File: src/pbm_regs.svh
// register offsets, field positions, reset values and bus codes of the bus master
`ifndef PBM_REGS_SVH
`define PBM_REGS_SVH
// ==========================================
// register byte offsets
`define PBM_ADDR_CTRL 12'h000
`define PBM_ADDR_CLS 12'h004
`define PBM_ADDR_TXMAX 12'h008
`define PBM_ADDR_RXMAX 12'h00C
`define PBM_ADDR_LAT 12'h010
`define PBM_ADDR_STAT 12'h014
// ==========================================
// control bits and register reset values
`define PBM_CTRL_MWI_CFG 0
`define PBM_CTRL_TERM_LINE 1
`define PBM_CTRL_RD_ALIGN 2
`define PBM_CTRL_PAR_RESP 3
`define PBM_CTRL_MWI_CMD 4
`define PBM_CTRL_RST 5'h00
`define PBM_CLS_RST 8'h00
`define PBM_MAX_RST 16'h0000
`define PBM_LAT_RST 8'h00
// ==========================================
// status bits, write one to clear
`define PBM_ST_DPD 8
`define PBM_ST_RTA 12
`define PBM_ST_DPE 15
`define PBM_ST_MASK 32'h0000_9100
`define PBM_ST_RST 32'h0000_0000
// ==========================================
// cache line and bus codes
`define PBM_CLS_8 8'h08
`define PBM_CLS_16 8'h10
`define PBM_MASK_8 4'h7
`define PBM_MASK_16 4'hF
`define PBM_CMD_MRM 4'hC
`define PBM_CMD_MRL 4'hE
`define PBM_CMD_MW 4'h7
`define PBM_CMD_MWI 4'hF
`define PBM_BE_ALL 4'h0
`define PBM_DSEL_WAIT 3'h5
`define PBM_RX_CHAN 2'h0
`endif

File: src/pbm_pkg.sv
// types shared by the bus master files
package pbm_pkg;
   typedef enum logic [4:0] {
      ST_IDLE = 5'h01,
      ST_REQ = 5'h02,
      ST_ADDR = 5'h04,
      ST_DATA = 5'h08,
      ST_TURN = 5'h10
   } pbm_state_t;
   typedef struct packed {
      logic valid;
      logic write;
      logic ctrl;
      logic [29:0] addr;
      logic [15:0] len;
      logic [15:0] level;
      logic [15:0] space;
   } pbm_chan_req_t;
   typedef struct packed {
      logic gntN;
      logic frameN;
      logic irdyN;
      logic trdyN;
      logic stopN;
      logic devselN;
      logic par;
      logic [31:0] ad;
   } pbm_pci_in_t;
   typedef struct packed {
      logic reqN;
      logic frameN;
      logic irdyN;
      logic perrN;
      logic par;
      logic ctlOe;
      logic adOe;
      logic perrOe;
      logic [3:0] cbeN;
      logic [31:0] ad;
   } pbm_pci_out_t;
   localparam pbm_pci_in_t PBM_IN_IDLE = '1;
   localparam pbm_pci_out_t PBM_OUT_IDLE = '{reqN: 1'b1, frameN: 1'b1, irdyN: 1'b1,
      perrN: 1'b1, par: 1'b0, ctlOe: 1'b0, adOe: 1'b0, perrOe: 1'b0, cbeN: 4'hF,
      ad: 32'h0000_0000};
endpackage : pbm_pkg

File: src/pbm_arb.sv
// round robin choice among the dma channels
`timescale 1ns/100ps
module pbm_arb #(
   parameter int unsigned NCH = 4,
   parameter int unsigned IW = 2
) (
   input wire logic core_clk,
   input wire logic reset_n,
   input wire logic [NCH-1:0] reqV,
   input wire logic take,
   output logic [IW-1:0] gntIdx,
   output logic gntValid
);
   logic [IW-1:0] last_q;
   logic [NCH-1:0] rot;
   logic [IW-1:0] idx [NCH];
   // ==========================================
   // rotate the requests behind the last winner
   genvar gi;
   generate
      for (gi = 0; gi < NCH; gi++) begin : g_rot
         assign idx[gi] = IW'((int'(last_q) + 1 + gi) % NCH);
         assign rot[gi] = reqV[idx[gi]];
      end
   endgenerate
   always_comb begin
      gntIdx = idx[0];
      for (int i = NCH - 1; i >= 0; i--) begin
         if (rot[i]) begin
            gntIdx = idx[i];
         end
      end
   end
   assign gntValid = |reqV;
   always_ff @(posedge core_clk or negedge reset_n) begin
      if (!reset_n) begin
         last_q <= '0;
      end else if (take) begin
         last_q <= gntIdx;
      end
   end
endmodule : pbm_arb

File: src/pbm_initiator.sv
// pci bus master initiator for four dma channels, apb register slave
// ==========================================
`timescale 1ns/100ps
`include "pbm_regs.svh"
module pbm_initiator #(
   parameter int unsigned NCH = 4
) (
   input wire logic core_clk,
   input wire logic reset_n,
   input wire logic psel,
   input wire logic penable,
   input wire logic pwrite,
   input wire logic [11:0] paddr,
   input wire logic [31:0] pwdata,
   output logic [31:0] prdata,
   output logic pready,
   output logic pslverr,
   input wire pbm_pkg::pbm_chan_req_t [NCH-1:0] chanReq,
   input wire logic [31:0] wrData,
   output logic dataPop,
   output logic [31:0] rdData,
   output logic rdValid,
   output logic [1:0] activeChan,
   output logic [NCH-1:0] chanDone,
   output logic chanAbort,
   input wire pbm_pkg::pbm_pci_in_t pciIn,
   output pbm_pkg::pbm_pci_out_t pciOut
);
   import pbm_pkg::*;
   // ==========================================
   // pin synchroniser
   pbm_pci_in_t s1_q;
   pbm_pci_in_t s_q;
   always_ff @(posedge core_clk or negedge reset_n) begin
      if (!reset_n) begin
         s1_q <= PBM_IN_IDLE;
         s_q <= PBM_IN_IDLE;
      end else begin
         s1_q <= pciIn;
         s_q <= s1_q;
      end
   end
   // ==========================================
   // registers
   logic [4:0] ctrl_q;
   logic [7:0] cls_q;
   logic [15:0] txMax_q;
   logic [15:0] rxMax_q;
   logic [7:0] latT_q;
   logic [31:0] status_q;
   logic [31:0] stSet;
   logic [31:0] prdata_q;
   logic [31:0] rdMux;
   pbm_state_t state_q;
   logic [1:0] chan_q;
   wire wrEn = psel & penable & pwrite;
   wire selCtrl = paddr == `PBM_ADDR_CTRL;
   wire selCls = paddr == `PBM_ADDR_CLS;
   wire selTx = paddr == `PBM_ADDR_TXMAX;
   wire selRx = paddr == `PBM_ADDR_RXMAX;
   wire selLat = paddr == `PBM_ADDR_LAT;
   wire selSt = paddr == `PBM_ADDR_STAT;
   wire mapped = selCtrl | selCls | selTx | selRx | selLat | selSt;
   wire busy = state_q != ST_IDLE;
   wire [31:0] stRead = status_q | {29'h0000_0000, chan_q, busy};
   assign rdMux = selCtrl ? {27'h0000_0000, ctrl_q} :
                  selCls ? {24'h0000_00, cls_q} :
                  selTx ? {16'h0000, txMax_q} :
                  selRx ? {16'h0000, rxMax_q} :
                  selLat ? {24'h0000_00, latT_q} :
                  selSt ? stRead : 32'h0000_0000;
   wire [31:0] stClr = (wrEn & selSt) ? (pwdata & `PBM_ST_MASK) : 32'h0000_0000;
   assign pready = 1'b1;
   assign pslverr = psel & penable & ~mapped;
   assign prdata = prdata_q;
   always_ff @(posedge core_clk or negedge reset_n) begin
      if (!reset_n) begin
         ctrl_q <= `PBM_CTRL_RST;
         cls_q <= `PBM_CLS_RST;
         txMax_q <= `PBM_MAX_RST;
         rxMax_q <= `PBM_MAX_RST;
         latT_q <= `PBM_LAT_RST;
         status_q <= `PBM_ST_RST;
         prdata_q <= 32'h0000_0000;
      end else begin
         if (wrEn & selCtrl) ctrl_q <= pwdata[4:0];
         if (wrEn & selCls) cls_q <= pwdata[7:0];
         if (wrEn & selTx) txMax_q <= pwdata[15:0];
         if (wrEn & selRx) rxMax_q <= pwdata[15:0];
         if (wrEn & selLat) latT_q <= pwdata[7:0];
         // set wins over clear
         status_q <= (status_q & ~stClr) | stSet;
         if (psel & ~penable) prdata_q <= rdMux;
      end
   end
   // ==========================================
   // arbiter
   logic take;
   logic [1:0] gntIdx;
   logic gntValid;
   logic restart_q;
   logic [NCH-1:0] reqV;
   genvar gc;
   generate
      for (gc = 0; gc < NCH; gc++) begin : g_req
         assign reqV[gc] = chanReq[gc].valid & (state_q == ST_IDLE) & ~restart_q;
      end
   endgenerate
   pbm_arb #(.NCH(NCH), .IW(2)) u_arb (
      .core_clk(core_clk),
      .reset_n(reset_n),
      .reqV(reqV),
      .take(take),
      .gntIdx(gntIdx),
      .gntValid(gntValid)
   );
   // ==========================================
   // burst decisions
   pbm_state_t state_d;
   logic [1:0] chan_d;
   logic [29:0] addr_q, addr_d;
   logic [15:0] rem_q, rem_d;
   logic [15:0] burst_q, burst_d;
   logic [7:0] lat_q, lat_d;
   logic [2:0] dsel_q, dsel_d;
   logic dselOk_q, dselOk_d;
   logic [3:0] cmd_q, cmd_d;
   logic restart_d;
   logic done;
   logic abort;
   logic tAbortSet;
   pbm_pci_out_t pciOut_q, pciOut_d;
   pbm_chan_req_t cur;
   assign cur = chanReq[chan_q];
   wire curWr = cur.write;
   wire [15:0] clsW = {8'h00, cls_q};
   wire cls16 = cls_q == `PBM_CLS_16;
   wire clsOk = cls16 | (cls_q == `PBM_CLS_8);
   wire [3:0] lineMask = cls16 ? `PBM_MASK_16 : `PBM_MASK_8;
   wire [29:0] addrNext = addr_q + 30'h0000_0001;
   wire lineEnd = (addrNext[3:0] & lineMask) == 4'h0;
   wire aligned = (addr_q[3:0] & lineMask) == 4'h0;
   wire isMwi = cmd_q == `PBM_CMD_MWI;
   wire mwiEn = ctrl_q[`PBM_CTRL_MWI_CFG] & ctrl_q[`PBM_CTRL_MWI_CMD];
   wire mwiStill = mwiEn & clsOk & (cur.level >= clsW) & (cur.space >= clsW);
   wire mwiOk = mwiStill & aligned & (chan_q == `PBM_RX_CHAN) & curWr & ~cur.ctrl
                & (rem_q >= clsW);
   wire [3:0] rdCmd = cur.ctrl ? `PBM_CMD_MRL : `PBM_CMD_MRM;
   wire [3:0] wrCmd = (mwiOk & ~cur.ctrl) ? `PBM_CMD_MWI : `PBM_CMD_MW;
   wire [3:0] cmdSel = curWr ? wrCmd : rdCmd;
   wire xfer = (state_q == ST_DATA) & ~s_q.trdyN & ~s_q.devselN;
   wire stopSeen = (state_q == ST_DATA) & ~s_q.stopN & ~s_q.devselN;
   wire tgtAbort = (state_q == ST_DATA) & ~s_q.stopN & s_q.devselN & dselOk_q;
   wire masterAbort = (state_q == ST_DATA) & ~dselOk_q & s_q.devselN
                      & (dsel_q == `PBM_DSEL_WAIT);
   wire latExp = lat_q >= latT_q;
   wire backoff = latExp & s_q.gntN;
   wire lastWord = rem_q == 16'h0001;
   wire [15:0] limit = curWr ? rxMax_q : txMax_q;
   wire limHit = (limit != 16'h0000) & ((burst_q + 16'h0001) >= limit);
   wire fifoEnd = cur.level <= 16'h0001;
   wire alignOn = ctrl_q[`PBM_CTRL_RD_ALIGN] & ~curWr;
   wire limEnd = limHit & (~alignOn | lineEnd);
   wire rdAlignEnd = alignOn & (cur.level <= clsW) & lineEnd;
   wire mwEnd = curWr & ~isMwi & ctrl_q[`PBM_CTRL_TERM_LINE] & lineEnd;
   wire otherEnd = backoff | fifoEnd | limEnd | rdAlignEnd | mwEnd;
   wire endNow = lastWord | (isMwi ? (lineEnd & (otherEnd | ~mwiStill)) : otherEnd);
   wire parResp = ctrl_q[`PBM_CTRL_PAR_RESP];
   wire parErr = xfer & ~curWr & ((^{s_q.ad, pciOut_q.cbeN}) != s_q.par);
   always_comb begin
      stSet = 32'h0000_0000;
      stSet[`PBM_ST_RTA] = tAbortSet;
      stSet[`PBM_ST_DPD] = parErr & parResp;
      stSet[`PBM_ST_DPE] = parErr;
   end
   // ==========================================
   // initiator state machine
   always_comb begin
      state_d = state_q;
      chan_d = chan_q;
      addr_d = addr_q;
      rem_d = rem_q;
      burst_d = burst_q;
      lat_d = lat_q;
      dsel_d = dsel_q;
      dselOk_d = dselOk_q;
      cmd_d = cmd_q;
      restart_d = restart_q;
      take = 1'b0;
      done = 1'b0;
      abort = 1'b0;
      tAbortSet = 1'b0;
      unique case (state_q)
         ST_IDLE: begin
            if (restart_q) begin
               state_d = ST_REQ;
            end else if (gntValid) begin
               take = 1'b1;
               chan_d = gntIdx;
               addr_d = chanReq[gntIdx].addr;
               rem_d = chanReq[gntIdx].len;
               state_d = ST_REQ;
            end
         end
         ST_REQ: begin
            if (~s_q.gntN & s_q.frameN & s_q.irdyN) begin
               state_d = ST_ADDR;
               cmd_d = cmdSel;
               burst_d = 16'h0000;
               lat_d = 8'h00;
               dsel_d = 3'h0;
               dselOk_d = 1'b0;
               restart_d = 1'b0;
            end
         end
         ST_ADDR: begin
            state_d = ST_DATA;
         end
         ST_DATA: begin
            if (!latExp) lat_d = lat_q + 8'h01;
            if (!s_q.devselN) dselOk_d = 1'b1;
            if (dsel_q != `PBM_DSEL_WAIT) dsel_d = dsel_q + 3'h1;
            if (masterAbort) begin
               state_d = ST_TURN;
               abort = 1'b1;
            end else if (tgtAbort) begin
               state_d = ST_TURN;
               abort = 1'b1;
               tAbortSet = 1'b1;
            end else if (xfer) begin
               addr_d = addrNext;
               rem_d = rem_q - 16'h0001;
               burst_d = burst_q + 16'h0001;
               if (stopSeen | endNow) begin
                  state_d = ST_TURN;
                  done = lastWord;
                  restart_d = stopSeen & ~lastWord;
               end
            end else if (stopSeen) begin
               state_d = ST_TURN;
               restart_d = 1'b1;
            end
         end
         ST_TURN: begin
            state_d = ST_IDLE;
         end
      endcase
   end
   // ==========================================
   // pin drive
   wire inBurst = (state_d == ST_ADDR) | (state_d == ST_DATA);
   always_comb begin
      pciOut_d = pciOut_q;
      pciOut_d.reqN = state_d != ST_REQ;
      pciOut_d.frameN = ~inBurst;
      pciOut_d.irdyN = state_d != ST_DATA;
      pciOut_d.ctlOe = inBurst | (state_d == ST_TURN);
      pciOut_d.adOe = (state_d == ST_ADDR) | ((state_d == ST_DATA) & curWr);
      pciOut_d.cbeN = (state_d == ST_ADDR) ? cmd_d : `PBM_BE_ALL;
      if (state_d == ST_ADDR) begin
         pciOut_d.ad = {addr_d, 2'b00};
      end else if ((state_d == ST_DATA) & curWr) begin
         pciOut_d.ad = wrData;
      end
      pciOut_d.par = ^{pciOut_q.ad, pciOut_q.cbeN};
      pciOut_d.perrN = ~(parErr & parResp);
      pciOut_d.perrOe = parErr & parResp;
   end
   assign pciOut = pciOut_q;
   assign dataPop = xfer & curWr;
   assign activeChan = chan_q;
   always_ff @(posedge core_clk or negedge reset_n) begin
      if (!reset_n) begin
         state_q <= ST_IDLE;
         chan_q <= 2'h0;
         addr_q <= 30'h0000_0000;
         rem_q <= 16'h0000;
         burst_q <= 16'h0000;
         lat_q <= 8'h00;
         dsel_q <= 3'h0;
         dselOk_q <= 1'b0;
         cmd_q <= `PBM_CMD_MW;
         restart_q <= 1'b0;
         pciOut_q <= PBM_OUT_IDLE;
      end else begin
         state_q <= state_d;
         chan_q <= chan_d;
         addr_q <= addr_d;
         rem_q <= rem_d;
         burst_q <= burst_d;
         lat_q <= lat_d;
         dsel_q <= dsel_d;
         dselOk_q <= dselOk_d;
         cmd_q <= cmd_d;
         restart_q <= restart_d;
         pciOut_q <= pciOut_d;
      end
   end
   always_ff @(posedge core_clk or negedge reset_n) begin
      if (!reset_n) begin
         rdData <= 32'h0000_0000;
         rdValid <= 1'b0;
         chanDone <= '0;
         chanAbort <= 1'b0;
      end else begin
         rdValid <= xfer & ~curWr;
         if (xfer & ~curWr) rdData <= s_q.ad;
         chanDone <= done ? (NCH'(1) << chan_q) : '0;
         chanAbort <= abort;
      end
   end
endmodule : pbm_initiator

File: config.mk
export PLATFORM = sky130hd
export DESIGN_NAME = pbm_initiator
export DESIGN_NICKNAME = d
export VERILOG_FILES = /design/src/pbm_pkg.sv /design/src/pbm_arb.sv /design/src/pbm_initiator.sv
export VERILOG_INCLUDE_DIRS = /design/src
export SDC_FILE = /design/constraint.sdc
export NUM_CORES = 1
export LEC_CHECK = 0
export ABC_CLOCK_PERIOD_IN_PS = 8800
export BUFFER_PORTS_ARGS = -buffer_cell sky130_fd_sc_hd__buf_4
export CAP_MARGIN = 20
export CORE_AREA = 4 4 216 218
export DETAILED_ROUTE_END_ITERATION = 6
export DIE_AREA = 0 0 220 222
export PLACE_DENSITY = 0.65
export SLEW_MARGIN = 20
export SYNTH_ARGS = -nofsm -noshare
export SYNTH_HDL_FRONTEND = slang
export SYNTH_HIERARCHICAL = 1
export SYNTH_SLANG_ARGS = --single-unit
File: constraint.sdc
create_clock -name core_clk -period 8.8 [get_ports core_clk]
set_input_delay 0 -clock core_clk [delete_from_list [all_inputs] [get_ports core_clk]]
set_output_delay 0 -clock core_clk [all_outputs]
set_load 0.03 [all_outputs]
---- After elaboration in Yosys (flattened, before gate mapping) ----
Index checks and enable logic that the tools add are counted.
W data, S select, Z words.
word-level totals
  flip-flop bits (word level) ............. 365
  latch bits .............................. 0
  memory bits (writable) .................. 0
  ROM bits ................................ 0
  bits of input ports ..................... 444
  output and inout port bits .............. 119
  word-level logic and storage cells ...... 306
  memories ................................ 0
cells by class
  $add $sub $neg .......................... 9
  $mul .................................... 0
  div/mod/pow operators ................... 0
  $lt $le $gt $ge ......................... 13
  equal/unequal tests ..................... 34
  shifts and indexed selects .............. 1
  muxes and demuxes ....................... 89
  bitwise gates (word level) .............. 94
  reduce and logical (&&, ||, !) cells .... 18
operators by type and width
  kind                     count
  $bmux W81 S2             2
  $mux W32                 8
  $mux W16                 11
  $mux W30                 5
  $mux W80                 1
  $mux W78                 1
  $reduce_xor A36 Y1       2
  $pmux W16 S2             2
  $pmux W30 S2             1
  $and A1 B1 Y1            55
  $ge A16 B8 Y1            3
  $mux W5                  8
  $and A32 B32 Y32         1
  $not A16 Y32             1
  $or A32 B16 Y32          1
  $or A32 B3 Y32           1
  $add A30 B1 Y30 const B  1
  $mux W4                  7
  $mux W1                  25
  $pmux W5 S5              1
  $eq A12 B4 Y1 const B    2
  $eq A12 B5 Y1 const B    2
  $lt A2 B3 Y1 const B     6
  $or A1 B1 Y1             17
  other kinds (48)         94

---- Logic depth before layout (Yosys ltp) ----
  word-level depth ........................ 24
  mapped depth ............................ 18

---- Modules after synthesis ----
The synthesis kept the hierarchy.
by module, submodules not included
  module         times used  cells each  area an instance (µm²)  seq. area each (µm²)
  pbm_initiator  1           1,572       17,309.1                8,070.2
  pbm_arb        1           26          211.5                   50.0

---- Worst setup path before layout ----
OpenSTA, ideal clock, no wires.
  path type ............................... reg2reg
  start point ............................. reg chan_q[0], in the netlist activeChan[0]
  end point ............................... reg pciOut_q, in the netlist pciOut[28]
  library setup time ...................... 0.125 ns
  arrival time ............................ 4.362 ns
  setup slack ............................. 4.313 ns
  cell stages (with the launch flop) ...... 17
  clock period less this slack ............ 4.487 ns
  path through ............................ dfrtp_1 buf_4 mux4_2 buf_4 clkbuf_1 buf_1 mux2i_1 ha_1 a21o_1 a21o_1 a211oi_1 a32oi_1 nor4_4 o21ai_4 buf_8 mux2_1 mux2_2
between the ends
  word-level cells in the longest chain between the ends .. 23
RTL lines
  element                                                  RTL line              text
  from (decl)                                              pbm_initiator.sv:55   logic [1:0] chan_q;
  from (signal assigned)                                   pbm_initiator.sv:287  chan_q <= chan_d;
  $bmux W81 S2 (*)                                         pbm_initiator.sv:134  assign cur = chanReq[chan_q];
  $mux W80 (implied by the code) (*)                       pbm_initiator.sv:134
  branches (longest 21 deep; another with $ge A16 B16 Y1)  -
  to (signal assigned)                                     pbm_initiator.sv:296  pciOut_q <= pciOut_d;
  to (decl)                                                pbm_initiator.sv:132  pbm_pci_out_t pciOut_q, pciOut_d;
Mark *: on every way between the ends. The select of a mux whose other input is x is not followed.
A chain may end at the register's enable or synchronous reset.

---- Final worst setup path ----
  start point ............................. reg state_q[3]
  end point ............................... reg pciOut_q, in the netlist pciOut[21]
between the ends
  word-level cells in the longest chain between the ends .. 15
RTL lines
  element                         RTL line              text
  from (decl)                     pbm_initiator.sv:54   pbm_state_t state_q;
  from (signal assigned)          pbm_initiator.sv:286  state_q <= state_d;
  $eq A5 B1 Y1 (*)                pbm_initiator.sv:106  assign reqV[gc] = chanReq[gc].valid & (state_q == ST_IDLE) & ~restart_q;
  $and A1 B1 Y1 (*) (2 in a row)  pbm_initiator.sv:106
  net reqV[0]                     pbm_initiator.sv:102  logic [NCH-1:0] reqV;
  $bmux W1 S2                     pbm_arb.sv:23         assign rot[gi] = reqV[idx[gi]];
  $mux W1 (implied by the code)   pbm_arb.sv:23
  $mux W2 (3 in a row)            pbm_arb.sv:29         if (rot[i]) begin
  $mux W2 (*)                     pbm_arb.sv:29
  net gntIdx[0]                   pbm_initiator.sv:99   logic [1:0] gntIdx;
  $bmux W81 S2 (*)                pbm_initiator.sv:200  addr_d = chanReq[gntIdx].addr;
  $mux W78 (*)                    -
  $mux W30 (*)                    pbm_initiator.sv:197  end else if (gntValid) begin
  $mux W30 (*)                    pbm_initiator.sv:195  if (restart_q) begin
  $pmux W30 S2 (*)                pbm_initiator.sv:193  unique case (state_q)
  net addr_d[19]                  pbm_initiator.sv:121  logic [29:0] addr_q, addr_d;
  $mux W32 (*)                    pbm_initiator.sv:260  if (state_d == ST_ADDR) begin
The timed path passes the listed nets; every way through them passes the cells marked *. The select of a mux whose other input is x is not followed.

==> flow_summary.yaml <==
yosys:
  ys_seq_area_share_pct: 46.3
  synth.area.top_cells: "dfrtp_1 33%, dfstp_2 13%, mux4_2 8.0%"
  ys_warn_count: 6
  synth_seq_cells: 320
  synthArstFlopShare_pct: 100
  synth_flop_cell: "dfrtp_1"
  synth_edf_count: 0
  syn_area_mm2: 0.0175
  synth.most_common_cell: "dfrtp_1"
  postSynthCellCount: 1598
  ys_types: 82
  synth.avg_cell_area_um2: 11.0
  yosys.area.top_type: "dfrtp_1"
  synthTopCellsByCount: "230 x dfrtp_1, 159 x nand2_1, 109 x nor2_1"
  synth_top_area_share_pct: 32.9
floorplanning:
  die_w_um: 220
  die_h_um: 222
  die_area_mm2: 0.0488
  ioPinCount: 563
  num_rows: 78
  start_util_pct: 39.0
  core_area_mm2: 0.0449
global_routing:
  grt_remaining_overflow: 0
  grt_pass1_wl_mm: 92.5
  grt_max_degree: 174
  antenna_found_initial: 1
  grt_pass1_vias: 16000
  grtUsageTotal_pct: 24.2
route:
  wirelength_met1_mm: 25.2
  wl_met3_mm: 3.87
  topRoutingLayerUsed: "met4"
  num_vias: 15400
  via_per_inst: 5.35
  drcViolationCount: 0
  wl_per_cell_um: 20.9
  antenna_left: 0
  drtIter0Drc: 1064
  wl_met2_mm: 29.5
  totalWireLength_mm: 60.1
  drt_first_pass_iters: 5
layout:
  fin_nets: 2753
  drive_above_1_share_pct: 38.3
  syn2layout_area_growth_pct: 41.2
  finalNonFillerCells: 2881
timing:
  fin_crit_sh_pct: 52.5
  fin_crit_ps: 4620
  slew_headroom_pct: 29.9
  hold_viol: 0
  fmax_mhz: 216
  max_slew.worst_pin.slew_ps: 1050
  setup_tns_ps: 0
  slew_viol_final: 0
  rsz0062_at_grt: "false"
  setup_viol: 0
  fin_skew_ps: 15.0
place:
  dpl.cell_count: 2661
  dp_hpwl_mm: 44.9
  gp_congestion: 0.926
  io_buffers: 529
cts:
  cts_root_buf: "clkbuf_16"
  cts_resized: 0
  cts_tree: "built"
  numCtsBuffers: 37
  clock_latency_ps: 550
  htree_num_levels: 2
  cts_buffer_depth: 3
  clk_pin_slew_ps: 60
  cts_sinks: 320
worst_setup_path:
  arrival_ps: 5060
  rr_worst_depth: 12
  crit_path_end_kind: "register"
  worstPathRequired_ps: 9230
  setup.worst_path.class: "reg2reg"
  start_kind: "register"
  cp_max_fo: 28
power:
  cellPowerDensity_mw_per_mm2: 139
  vdd_ir_drop_max_mv: 0.190
  power.total_mw: 3.43
  power.leakage_nw: 11.6
min_path:
  worstHoldPathCells: 3
  hp-class: "in2reg"
flow_run:
  timing.max_cap.violations: 0
status:
  outcome: "complete, no violations"
[placed cells by master, fill, tap and decap left out, types with 62 or more instances in the layout]
master | Yosys | routed
nand2_1 | 159 | 159
o21ai_0 | 100 | 100
nor2_1 | 109 | 106
a21oi_1 | 75 | 75
buf_4 | 21 | 538
dfrtp_1 | 230 | 230
mux2_2 | 99 | 99
mux4_2 | 62 | 62
xnor2_1 | 69 | 69
dlygate4sd3_1 | 0 | 151
dfstp_2 | 90 | 90
[report_power, final]
part | switching (mW) | internal, mW | total, mW
registers | 0.0107 | 1.51 | 1.52
logic | 0.156 | 0.227 | 0.383
clock network | 0.631 | 0.895 | 1.53
total | 0.798 | 2.63 | 3.43
[repair_timing]
item                                    CTS  global route
buffers inserted                          0             0
hold buffers                            152             0
endpoints found under the setup margin    0             0
endpoints found under the hold margin   223             0
[worst paths after layout]
| check | slack [ps] | to | startpoint |
|---|---|---|---|
| setup / recovery | 4180 | pciOut[21] | state_q[3] |
| hold / removal | 30 | addr_q[15] | chanReq[63] |
| setup reg to reg | 4180 | pciOut[21] | state_q[3] |
| hold reg to reg | 350 | s_q[34] | s1_q[34] |
| max in group asynchronous | 7080 | rem_q[11] | reset_n |
| min in group asynchronous | 440 | rxMax_q[14] | reset_n |
[routing by layer]
layer	up-vias	global-route usage, %
met5	-	0
met4	0	6.91
met2	543	39.7
met3	105	4.84
li1	7126	-
met1	7653	32.5
[worst max-delay path: stages, from the launching register on]
cell and delay (ps):
dfrtp_1 440, nor2_1 220, nand3_1 240, nor2_1 440, and2_1 310, a21boi_1 110, o21bai_1 320, nand3_4 390
buf_12 330, mux4_2 440, dlygate4sd3_1 580, a221o_1 400, mux2_2 270
[cell families after synthesis]
group	after synthesis	synth area share (%)
xor+xnor	90	4.50
mux	202	16.9
compound gates	308	11.2
buf+inv	134	3.54
fa+ha+maj	56	4.00
flops	320	46.3
simple gates	486	13.5
other cells	2	0.0429
[layout make-up]
type / instances / area, µm²
Fill cell: 3867 / 20200
Clock buffer: 57 / 1100
Sequential cell: 320 / 8120
Multi-Input combinational cell: 1159 / 8880
Antenna cell: 1 / 2.50
Clock inverter: 9 / 82.6
Inverter: 41 / 154
Timing Repair Buffer: 694 / 5640
Tap cell: 600 / 751
[flip-flops by register name, indices dropped and copies added (netlist names), 16 cells and up]
signal	flops
pciOut	44
s1_q	39
s_q	39
rdData	32
addr_q	30
burst_q	16
prdata	16
rem_q	16
rxMax_q	16
txMax_q	16
[metrics by stage]
step / area [µm²] / hold slack (ps) / util (%) / setup slack, ps
after floorplan: 17600 / -296 / - / 4310
after global placement: 22000 / -18.9 / 49.0 / 4270
after detailed placement: 22000 / -15.9 / 49.0 / 4160
after CTS: 24700 / 1.72 / 55.0 / 3640
after global routing: 24700 / 33.4 / 55.1 / 3780
final: 24700 / 27.2 / 55.1 / 4180
Note: power is estimated with default switching activity, not from simulation.
